$ cat config.mk
export PLATFORM = sky130hd
export DESIGN_NAME = cbt_bus_timing
export DESIGN_NICKNAME = d
export VERILOG_FILES = /design/src/rtl/cbt_pkg.sv /design/src/rtl/cbt_bus_timing.sv
export SDC_FILE = /design/constraint.sdc
export NUM_CORES = 1
export LEC_CHECK = 0
export ABC_AREA = 1
export BUFFER_PORTS_ARGS = -buffer_cell sky130_fd_sc_hd__buf_2
export CAP_MARGIN = 20
export CELL_PAD_IN_SITES_DETAIL_PLACEMENT = 1
export CELL_PAD_IN_SITES_GLOBAL_PLACEMENT = 1
export CORE_ASPECT_RATIO = 0.7
export CORE_UTILIZATION = 25
export DETAILED_ROUTE_END_ITERATION = 10
export PLACE_DENSITY_LB_ADDON = 0.3
export SYNTH_ARGS = -nofsm -noshare
export SYNTH_HDL_FRONTEND = slang
export SYNTH_SLANG_ARGS = --single-unit
$ cat constraint.sdc
create_clock -name core_clk -period 1.7 [get_ports core_clk]
set_input_delay 0.255 -clock core_clk [delete_from_list [all_inputs] [get_ports core_clk]]
set_output_delay 0.255 -clock core_clk [all_outputs]
set_load 0.02 [all_outputs]
$ cat src/rtl/cbt_pkg.sv
// shared constants and state types for the cpu bus timing control block
package cbt_pkg;
   // clock divider ratios and high times, counted in input clock cycles
   localparam logic [2:0] CBT_DIV_SLOW   = 3'h6;
   localparam logic [2:0] CBT_DIV_FAST   = 3'h4;
   localparam logic [2:0] CBT_HIGH_SLOW  = 3'h2;
   localparam logic [2:0] CBT_HIGH_FAST  = 3'h2;
   localparam logic [4:0] CBT_DIV_TIMER  = 5'h18;
   localparam logic [4:0] CBT_HIGH_TIMER = 5'h0c;
   // reset values
   localparam logic [7:0] CBT_BYTE_RST   = 8'h00;
   localparam logic [3:0] CBT_NIB_RST    = 4'h0;

   typedef enum logic [1:0] {
      CBT_BUS_CPU   = 2'h0,
      CBT_BUS_GRANT = 2'h1
   } cbt_bus_st_t;

   typedef struct packed {
      logic [2:0]  pcnt;
      logic        fast;
      logic        pclk;
      logic        bclk;
      logic [4:0]  tcnt;
      logic        tclk;
      logic        osc;
      logic        rst_s1;
      logic        rst_s2;
      logic        rst_bus;
      logic        rst_sys;
      logic        rst_n;
      logic        ale_q;
      logic [7:0]  lo_lat;
      logic [3:0]  hi_lat;
      logic [7:0]  mid_buf;
      cbt_bus_st_t bus_st;
      logic        grant;
      logic        addr_oe_n;
      logic        xen_n;
      logic        dir_cpu;
      logic        cpu_oe_n;
      logic        sys_oe_n;
      logic [7:0]  to_cpu;
      logic [7:0]  to_sys;
      logic        rdy_rise;
      logic        ready;
   } cbt_state_t;
endpackage : cbt_pkg

$ cat src/rtl/cbt_bus_timing.sv
// processor side bus timing, address latch, data transceiver and ready logic
// Contract
// - divide input by 6/4 cpu, 24 timer
// - slow clock 33% high, fast 50%
// - buffered osc and cpu clocks to bus
// - low address byte latched by strobe
// - address bits 8-15 buffered only
// - bits 16-19 latched, not status
// - transceiver enabled only in data phase
// - no transceiver enable in interrupt acknowledge
// - read strobe sets transceiver direction
// - synchronise raw reset before reset outputs
// - wait line synchronised, whole clock stretches
// - ready after rising then falling edge released
// - active-low request answered by bus grant
// - address captured on strobe falling edge
// - _n names active low, others high except shared_wait_line, which is pulled low to insert waits
`timescale 1ns/1ps
`default_nettype none
module cbt_bus_timing
   import cbt_pkg::*;
(
   // clock and reset
   input  wire  logic        core_clk,
   input  wire  logic        sys_rst,
   // configuration and raw inputs
   input  wire  logic        speed_fast,
   input  wire  logic        raw_reset_in_n,
   input  wire  logic        shared_wait_line,
   input  wire  logic        ext_bus_request_n,
   // processor side
   input  wire  logic [7:0]  cpu_ad_in,
   input  wire  logic [7:0]  cpu_addr_mid,
   input  wire  logic [3:0]  cpu_addr_status,
   input  wire  logic        addr_latch_strobe,
   input  wire  logic        cpu_rd_n,
   input  wire  logic        data_phase,
   input  wire  logic        intack_cycle,
   output var   logic [7:0]  cpu_data_out,
   output var   logic        cpu_data_oe_n,
   output var   logic        cpu_ready,
   // system bus side
   input  wire  logic [7:0]  sys_data_in,
   output var   logic [7:0]  sys_data_out,
   output var   logic        sys_data_oe_n,
   output var   logic [19:0] sys_addr_out,
   output var   logic        sys_addr_oe_n,
   output var   logic        data_xcvr_enable_n,
   output var   logic        xcvr_dir_to_cpu,
   output var   logic        bus_grant_out,
   // clocks and resets
   output var   logic        processor_clock,
   output var   logic        bus_proc_clock,
   output var   logic        bus_osc_clock,
   output var   logic        timer_base_clock,
   output var   logic        bus_reset_out,
   output var   logic        sys_reset_out,
   output var   logic        reset_out_n
);
   import cbt_pkg::*;

   function automatic logic [2:0] cbt_div(input logic fast);
      cbt_div = fast ? CBT_DIV_FAST : CBT_DIV_SLOW;
   endfunction : cbt_div

   function automatic logic [2:0] cbt_high(input logic fast);
      cbt_high = fast ? CBT_HIGH_FAST : CBT_HIGH_SLOW;
   endfunction : cbt_high

   cbt_state_t s_reg;
   cbt_state_t s_next;
   logic       p_wrap;
   logic       p_fall;
   logic       t_wrap;

   ////////////////////////////////////////////////////////////////////////////
   always_comb begin
      s_next = s_reg;
      // clock dividers; speed is only taken at the end of a period
      p_wrap = (s_reg.pcnt == cbt_div(s_reg.fast) - 3'h1);
      p_fall = (s_reg.pcnt == cbt_high(s_reg.fast) - 3'h1);
      s_next.pcnt = p_wrap ? 3'h0 : s_reg.pcnt + 3'h1;
      s_next.fast = p_wrap ? speed_fast : s_reg.fast;
      s_next.pclk = (s_next.pcnt < cbt_high(s_next.fast));
      s_next.bclk = s_next.pclk;
      t_wrap = (s_reg.tcnt == CBT_DIV_TIMER - 5'h1);
      s_next.tcnt = t_wrap ? 5'h00 : s_reg.tcnt + 5'h01;
      s_next.tclk = (s_next.tcnt < CBT_HIGH_TIMER);
      s_next.osc = ~s_reg.osc;

      // reset synchroniser; first stage feeds only the second
      s_next.rst_s1  = raw_reset_in_n;
      s_next.rst_s2  = s_reg.rst_s1;
      s_next.rst_bus = ~s_reg.rst_s2;
      s_next.rst_sys = ~s_reg.rst_s2;
      s_next.rst_n   = s_reg.rst_s2;

      // address latches close on the falling edge of the strobe
      s_next.ale_q = addr_latch_strobe;
      if (s_reg.ale_q && !addr_latch_strobe) begin
         s_next.lo_lat = cpu_ad_in;
         s_next.hi_lat = cpu_addr_status;
      end
      // middle bits are only buffered; one flop stage keeps outputs registered
      s_next.mid_buf = cpu_addr_mid;

      // bus arbitration; grant only taken outside a data phase
      case (s_reg.bus_st)
         CBT_BUS_CPU: begin
            if (!ext_bus_request_n && !data_phase) begin
               s_next.bus_st = CBT_BUS_GRANT;
            end
         end
         CBT_BUS_GRANT: begin
            if (ext_bus_request_n) begin
               s_next.bus_st = CBT_BUS_CPU;
            end
         end
         default: begin
            s_next.bus_st = CBT_BUS_CPU;
         end
      endcase
      s_next.grant     = (s_next.bus_st == CBT_BUS_GRANT);
      s_next.addr_oe_n = s_next.grant;

      // transceiver: data phase only, never in intack, never while granted
      s_next.xen_n    = ~(data_phase && !intack_cycle && !s_next.grant);
      s_next.dir_cpu  = ~cpu_rd_n;
      s_next.cpu_oe_n = s_next.xen_n | cpu_rd_n;
      s_next.sys_oe_n = s_next.xen_n | ~cpu_rd_n;
      s_next.to_cpu   = sys_data_in;
      s_next.to_sys   = cpu_ad_in;

      // ready: wait line seen high at a rising edge then the next falling edge
      if (p_wrap) begin
         s_next.rdy_rise = shared_wait_line;
      end
      if (p_fall) begin
         s_next.ready = s_reg.rdy_rise && shared_wait_line;
      end
   end

   always_ff @(posedge core_clk or posedge sys_rst) begin
      if (sys_rst) begin
         // counters start on their last count so the first edge opens a full period
         s_reg <= '{pcnt: CBT_DIV_SLOW - 3'h1, fast: 1'b0, pclk: 1'b0, bclk: 1'b0,
                    tcnt: CBT_DIV_TIMER - 5'h01, tclk: 1'b0, osc: 1'b0, rst_s1: 1'b0,
                    rst_s2: 1'b0,
                    rst_bus: 1'b1, rst_sys: 1'b1, rst_n: 1'b0, ale_q: 1'b0,
                    lo_lat: CBT_BYTE_RST, hi_lat: CBT_NIB_RST,
                    mid_buf: CBT_BYTE_RST, bus_st: CBT_BUS_CPU, grant: 1'b0,
                    addr_oe_n: 1'b0, xen_n: 1'b1, dir_cpu: 1'b0,
                    cpu_oe_n: 1'b1, sys_oe_n: 1'b1, to_cpu: CBT_BYTE_RST,
                    to_sys: CBT_BYTE_RST, rdy_rise: 1'b0, ready: 1'b0};
      end else begin
         s_reg <= s_next;
      end
   end

   ////////////////////////////////////////////////////////////////////////////
   always_comb begin
      cpu_data_out       = s_reg.to_cpu;
      cpu_data_oe_n      = s_reg.cpu_oe_n;
      cpu_ready          = s_reg.ready;
      sys_data_out       = s_reg.to_sys;
      sys_data_oe_n      = s_reg.sys_oe_n;
      sys_addr_out       = {s_reg.hi_lat, s_reg.mid_buf, s_reg.lo_lat};
      sys_addr_oe_n      = s_reg.addr_oe_n;
      data_xcvr_enable_n = s_reg.xen_n;
      xcvr_dir_to_cpu    = s_reg.dir_cpu;
      bus_grant_out      = s_reg.grant;
      processor_clock    = s_reg.pclk;
      bus_proc_clock     = s_reg.bclk;
      bus_osc_clock      = s_reg.osc;
      timer_base_clock   = s_reg.tclk;
      bus_reset_out      = s_reg.rst_bus;
      sys_reset_out      = s_reg.rst_sys;
      reset_out_n        = s_reg.rst_n;
   end
endmodule : cbt_bus_timing
`default_nettype wire

==> Implementation_results.wiki, run 1 <==
{| class="wikitable"
! Metric !! Value
|-
| Outcome || finished, final reports clean
|-
| Sequential element share of the synthesized area || 0.672
|-
| Final-layout fill cell count || 1055
|-
| Final period demand of the worst path || 1.30 ns
|-
| Insertion delay of the later-clocked pin in the worst-skew pair || 0.32 ns
|-
| Worst R2R Setup Slack || 0.40 ns
|-
| Share of synthesized flip-flops with an asynchronous set or reset || 1.00
|-
| Type of the tightest min-delay check || in2async
|-
| Largest area contributor in the synthesized netlist || sky130_fd_sc_hd__dfrtp_1
|-
| Number of design rule violations left after detail routing || 0
|-
| Row Count || 29
|-
| Number of top-level pins || 88
|-
| Number of routed nets with antenna violations || 0
|-
| Number of resized instances in the post-cts repair step || 0
|-
| Inserted Clock Buffers || 9
|-
| Buffer type at the clock tree root || sky130_fd_sc_hd__clkbuf_16
|-
| Via count || around 1500
|-
| Initial DRC Count || 44
|-
| Count of final setup violators || 0
|-
| RSZ-0062 raised after global routing || false
|-
| Global-route wire length before repair || approximately 7400 um
|-
| GRT Util Overall || 0.104
|-
| CP startpoint kind || register
|-
| Avg Vias per Cell || 3.84
|-
| Worst Path Max Fanout || 13
|-
| Count of different cell masters after synthesis || 17
|-
| Chip Height || between 80 and 90 um
|-
| Final hold violations || 0
|-
| Average routed wire per standard cell || around 12 um
|-
| Leakage power summed over all cells || 1.53 nW
|-
| Number of antenna violations at the first check in global routing || 0
|-
| Post-CTS repair timing setup buffer count || 0
|-
| Instance count of the mapped netlist || around 200
|-
| Clock slew seen by the registers of the worst setup and hold paths || 0.05 ns
|-
| Width of the chip || 117 um
|-
| Final global-route overflow total || 0
|-
| Power per unit of standard cell area || about 1400 mW/mm^2
|-
| Standard cell area after detailed placement || between 0.002 and 0.003 sq mm
|-
| Placeable core region || 0.00903 sq mm
|-
| Worst endpoint required time || around 1.9 ns
|-
| Placer's final routability congestion estimate || 0.682
|-
| Area share of the largest cell type after synthesis || 0.559
|-
| Starting density of the core || 0.258
|-
| Critical register-to-register path startpoint || s_reg[46]
|-
| Final design area excluding fillers || a little under 0.003 sq mm
|-
| DP Wirelength || 3350 um
|-
| Most used flip-flop cell after synthesis || sky130_fd_sc_hd__dfrtp_1
|-
| Worst setup slack after layout || 0.404 ns
|-
| Number of enable-type register cells in the synthesized netlist || 0
|-
| Share of the cycle needed by the critical path after routing || 0.762
|-
| Area of the die || 0.00971 sq mm
|-
| Critical path data arrival time || about 1.5 ns
|-
| Maximum frequency from static timing analysis || 0.771 GHz
|-
| Largest register FFs || 20
|-
| Worst slack after detailed placement || ~0.41 ns
|-
| Leading post-synthesis cells by cell area || sky130_fd_sc_hd__dfrtp_1 (56%), sky130_fd_sc_hd__buf_4 (13%), sky130_fd_sc_hd__dfstp_2 (11%)
|-
| Length of the first detailed-routing pass in iterations || 6
|-
| Critical path endpoint category || register
|-
| Critical path start-end classification || reg2reg
|-
| Maximum VDD drop || 0.000456 V
|-
| Reported max-cap violation count || 0
|-
| Final net count || between 300 and 400
|-
| Number of global-route vias before repair || between 1000 and 1500
|-
| Number of clock sinks || 62
|-
| Final TNS setup || 0 ns
|-
| Most frequent cell after synthesis || sky130_fd_sc_hd__dfrtp_1
|-
| Count of buffers from port buffering || 87
|-
| DRT Wirelength || roughly 4600 um
|-
| Synth Warn # || 0
|-
| CTS tree || done
|-
| Max clock buf depth || 2
|-
| Number of buffers inserted for hold repair after clock tree synthesis || 0
|-
| Deepest level of the CTS H-tree || 3
|-
| Number of nets in the synthesized netlist || 242
|-
| Count of antenna diodes in the layout || 0
|-
| Netlist area before placement || 0.00233 sq mm
|-
| Post-synth top cells || sky130_fd_sc_hd__dfrtp_1 (52), sky130_fd_sc_hd__nand2_1 (40), sky130_fd_sc_hd__buf_4 (39)
|-
| Mean instance size in the synthesized netlist || 11.6 sq um
|-
| Worst Skew || about 0.0055 ns
|-
| Final max-slew violation count || 0
|-
| Destination of the worst register-to-register timing path || sys_addr_out[19]
|-
| Depth of the most critical reg-to-reg path || 3
|-
| Post-synthesis sequential element count || 62
|-
| Layout area overhead || 25.0%
|-
| Maximum number of pins on one net before global-route repair || 34
|-
| Layout cell share with drive strength beyond 1 || 0.445
|}
per-layer routing:
layer  vias up  wire length [um]  part of all wire  GRT usage
met5         -                 0                 0          0
met4         0                57             0.012     0.0584
met3         8               323             0.070     0.0556
met2        53              2060              0.45      0.140
met1       728              2180              0.47      0.132
li1        705                 -                 -          -
per-stage QoR:
stage / hold slack [ns] / power [mW] / cells / utilization
after CTS: 0.0152 / 4.11 / 389 / 0.322
after floorplan: 0.286 / 2.27 / 201 / -
after detailed placement: 0.337 / 2.41 / 373 / 0.292
after global routing: 0.0136 / 4.25 / 389 / 0.322
after global placement: 0.337 / 2.39 / 373 / 0.292
final: 0.0354 / 4.01 / 389 / 0.322
cells in the final DEF, fill, tap and decap left out:
cell type,count
sky130_fd_sc_hd__conb_1,1
sky130_fd_sc_hd__buf_2,87
sky130_fd_sc_hd__a21oi_1,2
sky130_fd_sc_hd__nor2_2,1
sky130_fd_sc_hd__nand3_2,1
sky130_fd_sc_hd__dfstp_2,10
sky130_fd_sc_hd__nor2_1,3
sky130_fd_sc_hd__clkbuf_1,3
sky130_fd_sc_hd__ha_1,3
sky130_fd_sc_hd__xor2_1,2
sky130_fd_sc_hd__nand3_1,15
sky130_fd_sc_hd__buf_4,3
sky130_fd_sc_hd__inv_1,18
sky130_fd_sc_hd__a21oi_2,2
sky130_fd_sc_hd__dfrtp_1,52
sky130_fd_sc_hd__clkinv_2,2
sky130_fd_sc_hd__clkbuf_8,2
sky130_fd_sc_hd__clkinvlp_4,1
sky130_fd_sc_hd__nand2_1,40
sky130_fd_sc_hd__clkbuf_16,9
sky130_fd_sc_hd__o21ai_0,3
sky130_fd_sc_hd__nand4_1,5
cell type report:
class,instances,area (sq um),share of cell area
clock buffer,14,264,0.0907
timing repair buffer,90,458,0.157
multi-input combinational,78,385,0.132
inverter,19,75.1,0.0258
tap,124,155,0.0533
clock inverter,2,10.0,0.00344
sequential,62,1560,0.537
worst max-delay path, stage by stage (launching register included):
cell                      delay (ns)
sky130_fd_sc_hd__dfrtp_1        0.59
sky130_fd_sc_hd__nand2_1        0.37
sky130_fd_sc_hd__nand2_1        0.15
sky130_fd_sc_hd__nand2_1        0.06
how the worst max path moves through the flow:
stage / start / end / slack, ns / cells past startpoint
after floorplan: s_reg[54] / timer_base_clock / 0.58 / 3
after global placement: s_reg[46] / sys_addr_out[7] / 0.44 / 3
after detailed placement: s_reg[46] / sys_addr_out[3] / 0.41 / 3
after CTS: s_reg[46] / sys_addr_out[19] / 0.39 / 3
after global routing: s_reg[46] / sys_addr_out[7] / 0.28 / 3
final: s_reg[46] / sys_addr_out[19] / 0.40 / 3
report_power, final:
part | leakage [nW] | internal [mW] | switching (mW)
clock network | 0.137 | 1.06 | 0.583
logic | 0.672 | 0.223 | 0.419
registers | 0.722 | 1.64 | 0.0820
logic make-up after synthesis:
family,synth area share
compound gates,0.0183
fa+ha+maj,0.0161
other cells,0.00161
buf+inv,0.163
simple gates,0.122
flops,0.672
xor+xnor,0.00752
No activity file was read; power rests on OpenSTA's default activity.
==> run 2, diff against run 1 <==
- ABC_AREA: 1 -> 0
- clock period: 1.7 -> 1.4 ns (I/O delays scaled with it)
==> run 2 against run 1 <==
Clock power up 23%. Sequential power up 22%. Synthesized cell count is 13% lower. Critical path depth rose by 1. Via count grew 1.2%. Utilization up 3.4 points. Final cell count is 0.26% higher. Area after synthesis is 3.4% higher. Clock-buffer cell count decreased by 2. Global-route usage rose by 0.53 points. Wire length is essentially flat.
==> Implementation_results.wiki, run 2 <==
{| class="wikitable"
! Metric !! Value
|-
| Critical register-to-register path startpoint || s_reg[54]
|-
| Avg Vias per Cell || 3.88
|-
| Deepest level of the CTS H-tree || 3
|-
| Critical path start-end classification || reg2reg
|-
| Met3 Use GR || 0.0492
|-
| Post-CTS repair timing setup buffer count || 0
|-
| Critical path startpoint || s_reg[54]
|-
| Clock slew seen by the registers of the worst setup and hold paths || 0.05 ns
|-
| Critical Path End || timer_base_clock
|-
| Number of enable-type register cells in the synthesized netlist || 0
|-
| Final max-slew violation count || 0
|-
| Share of the cycle needed by the critical path after routing || 0.946
|-
| Number of global-route vias before repair || 1695
|-
| Number of routed nets with antenna violations || 0
|-
| Buffer type at the clock tree root || sky130_fd_sc_hd__clkbuf_16
|-
| Worst Skew || ~0.0036 ns
|-
| Worst endpoint required time || approximately 1.6 ns
|-
| Destination of the worst register-to-register timing path || timer_base_clock
|-
| Largest register FFs || 20
|-
| Count of antenna diodes in the layout || 0
|-
| Total chip power || around 5.0 mW
|-
| Maximum VDD drop || 0.000734 V
|-
| DP Wirelength || around 3100 um
|-
| Netlist area before placement || 0.00241 sq mm
|-
| Number of clock sinks || 62
|-
| Power per unit of standard cell area || 1530 mW/mm^2
|-
| Maximum number of pins on one net before global-route repair || 63
|-
| Outcome || finished, final reports clean
|-
| Layout area overhead || 36.3%
|-
| Synth Warn # || 0
|-
| Max clock buf depth || 2
|-
| Worst stage delay on the critical path || 0.56 ns
|-
| Highest-utilization routing layer at the global route stage || met2
|-
| Mean instance size in the synthesized netlist || 13.8 sq um
|-
| Starting density of the core || 0.261
|-
| Type of the tightest min-delay check || in2reg
|-
| Met2 Resource Use GR || 0.165
|-
| Leading post-synthesis cells by cell area || sky130_fd_sc_hd__dfrtp_1 (54%), sky130_fd_sc_hd__buf_4 (13%), sky130_fd_sc_hd__dfstp_2 (11%)
|-
| Final global-route overflow total || 0
|-
| Worst R2R Setup Slack || 0.08 ns
|-
| Number of top-level pins || 88
|-
| Initial DRC Count || 57
|-
| Reported max-cap violation count || 0
|-
| Count of different cell masters after synthesis || 37
|-
| Met1 global-route usage || 0.126
|-
| Number of nets in the synthesized netlist || about 220
|-
| Area share of the largest cell type after synthesis || 0.541
|-
| Number of design rule violations left after detail routing || 0
|-
| Largest area contributor in the synthesized netlist || sky130_fd_sc_hd__dfrtp_1
|-
| Layout cell share with drive strength beyond 1 || 0.515
|-
| GRT Util Overall || 0.109
|-
| RSZ-0062 raised after global routing || false
|-
| Number of antenna violations at the first check in global routing || 0
|-
| Placeable core region || 0.00922 sq mm
|-
| Share of synthesized flip-flops with an asynchronous set or reset || 1.00
|-
| Via count || 1512
|-
| Most used flip-flop cell after synthesis || sky130_fd_sc_hd__dfrtp_1
|-
| Worst-path cell chain || ha_4 > nor2_1 > mux2_2 > a221oi_2
|-
| CP startpoint kind || register
|-
| Area of the die || approximately 0.01 sq mm
|-
| Critical path data arrival time || 1.56 ns
|-
| Commonest cells after routing, fill and taps aside || sky130_fd_sc_hd__buf_2 (87), sky130_fd_sc_hd__dfrtp_1 (52), sky130_fd_sc_hd__dlygate4sd3_1 (27)
|-
| Final-layout fill cell count || 1010
|-
| Most common library cell in the layout ignoring fill and taps || sky130_fd_sc_hd__buf_2
|-
| Master of the slowest instance on the critical path || sky130_fd_sc_hd__dfstp_2
|-
| Most frequent cell after synthesis || sky130_fd_sc_hd__dfrtp_1
|-
| Chip Height || 84.1 um
|-
| Average routed wire per standard cell || 11.8 um
|-
| Final net count || 302
|-
| Row Count || 29
|-
| Inserted Clock Buffers || 9
|-
| Insertion delay of the later-clocked pin in the worst-skew pair || 0.33 ns
|-
| Final period demand of the worst path || 1.32 ns
|-
| Width of the chip || around 120 um
|-
| Depth of the most critical reg-to-reg path || 4
|-
| Final hold violations || 0
|-
| Post-synth top cells || sky130_fd_sc_hd__dfrtp_1 (52), sky130_fd_sc_hd__buf_4 (41), sky130_fd_sc_hd__mux2_2 (13)
|-
| Placer's final routability congestion estimate || 0.701
|-
| Count of final setup violators || 0
|-
| Worst Path Max Fanout || 4
|-
| CTS tree || done
|-
| Maximum frequency from static timing analysis || 0.755 GHz
|-
| Global-route wire length before repair || 8080 um
|-
| DRT Wirelength || 4620 um
|-
| Sequential element share of the synthesized area || 0.650
|-
| Length of the first detailed-routing pass in iterations || 2
|-
| Leakage power summed over all cells || 1.56 nW
|-
| Post-synthesis sequential element count || 62
|-
| Instance count of the mapped netlist || between 150 and 200
|-
| Count of buffers from port buffering || 87
|-
| Critical path endpoint category || register
|-
| Final TNS setup || 0 ns
|}
-- run 2: changes by cell type in the layout (fill, tap and decap cells not counted), sizes merged, moves of 5 or more --
cell / before / now
nand2: 40 / 5
dlygate4sd3: 0 / 27
nand3: 16 / 1
mux2: 0 / 13
inv: 18 / 10
nand4: 5 / 0
-- run 2: routing by layer --
metal	share of wire	wire length, um
met1	0.46	2120
met2	0.44	2030
met3	0.079	366
met4	0.021	99
met5	0	0
-- run 2: layout make-up --
class / instances / area (sq um) / area share
sequential: 62 / 1560 / 0.477
timing repair buffer: 118 / 748 / 0.228
multi-input combinational: 59 / 490 / 0.149
clock buffer: 12 / 256 / 0.0782
tap: 124 / 155 / 0.0473
inverter: 11 / 45.0 / 0.0137
clock inverter: 4 / 22.5 / 0.00686
-- run 2: how the worst min path moves through the flow --
stage | start | to | slack [ns] | cells after the start
2_1_floorplan | sys_data_in[0] | cpu_data_out[0] | 0.24 | 0
3_3_place_gp | sys_data_in[1] | cpu_data_out[1] | 0.32 | 1
3_5_place_dp | cpu_addr_mid[1] | sys_addr_out[9] | 0.32 | 1
4_1_cts | addr_latch_strobe | s_reg[46] | 0.001 | 1
5_1_grt | cpu_rd_n | sys_data_oe_n | 0.02 | 2
6_report | cpu_rd_n | sys_data_oe_n | 0.03 | 2
-- run 2: kinds of logic after synthesis --
group                    Yosys count  share of synthesized area
adder cells (fa/ha/maj)            3                     0.0156
AO/OA/AOI/OAI                     20                     0.0629
other                              1                    0.00156
buffers and inverters             54                      0.152
AND/OR/NAND/NOR                   21                     0.0541
flip-flops                        62                      0.650
XOR/XNOR                           1                    0.00364
multiplexers                      13                     0.0608
-- run 2: what timing repair did --
action,4_1_cts,5_1_grt
gates resized for setup,0,2
setup endpoints to repair,0,1
hold buffers,26,1
endpoints found under the hold margin,77,1
-- run 2: worst max-delay path: cells and delay by family (launching register included) --
kind,cells,cell delay [ns]
flops,1,0.56
simple gates,1,0.03
mux,1,0.27
fa+ha+maj,1,0.13
compound gates,1,0.24
-- run 2: through the flow --
step	cell area [sq um]	setup WS (ns)	util	hold WS [ns]	std cells
finish	3280	0.0761	0.356	0.0283	390
global route	3280	0.000918	0.356	0.0172	390
CTS	3260	0.0570	0.354	0.00103	389
detailed placement	2720	0.0699	0.295	0.320	347
global placement	2720	0.106	0.295	0.317	347
floorplan	2410	0.0357	-	0.241	175
-- run 2: report_power, final --
group	internal [mW]	switching, mW	leakage [nW]
clock	1.28	0.736	0.138
sequential	1.99	0.118	0.712
combinational	0.429	0.473	0.708
total	3.70	1.33	1.56
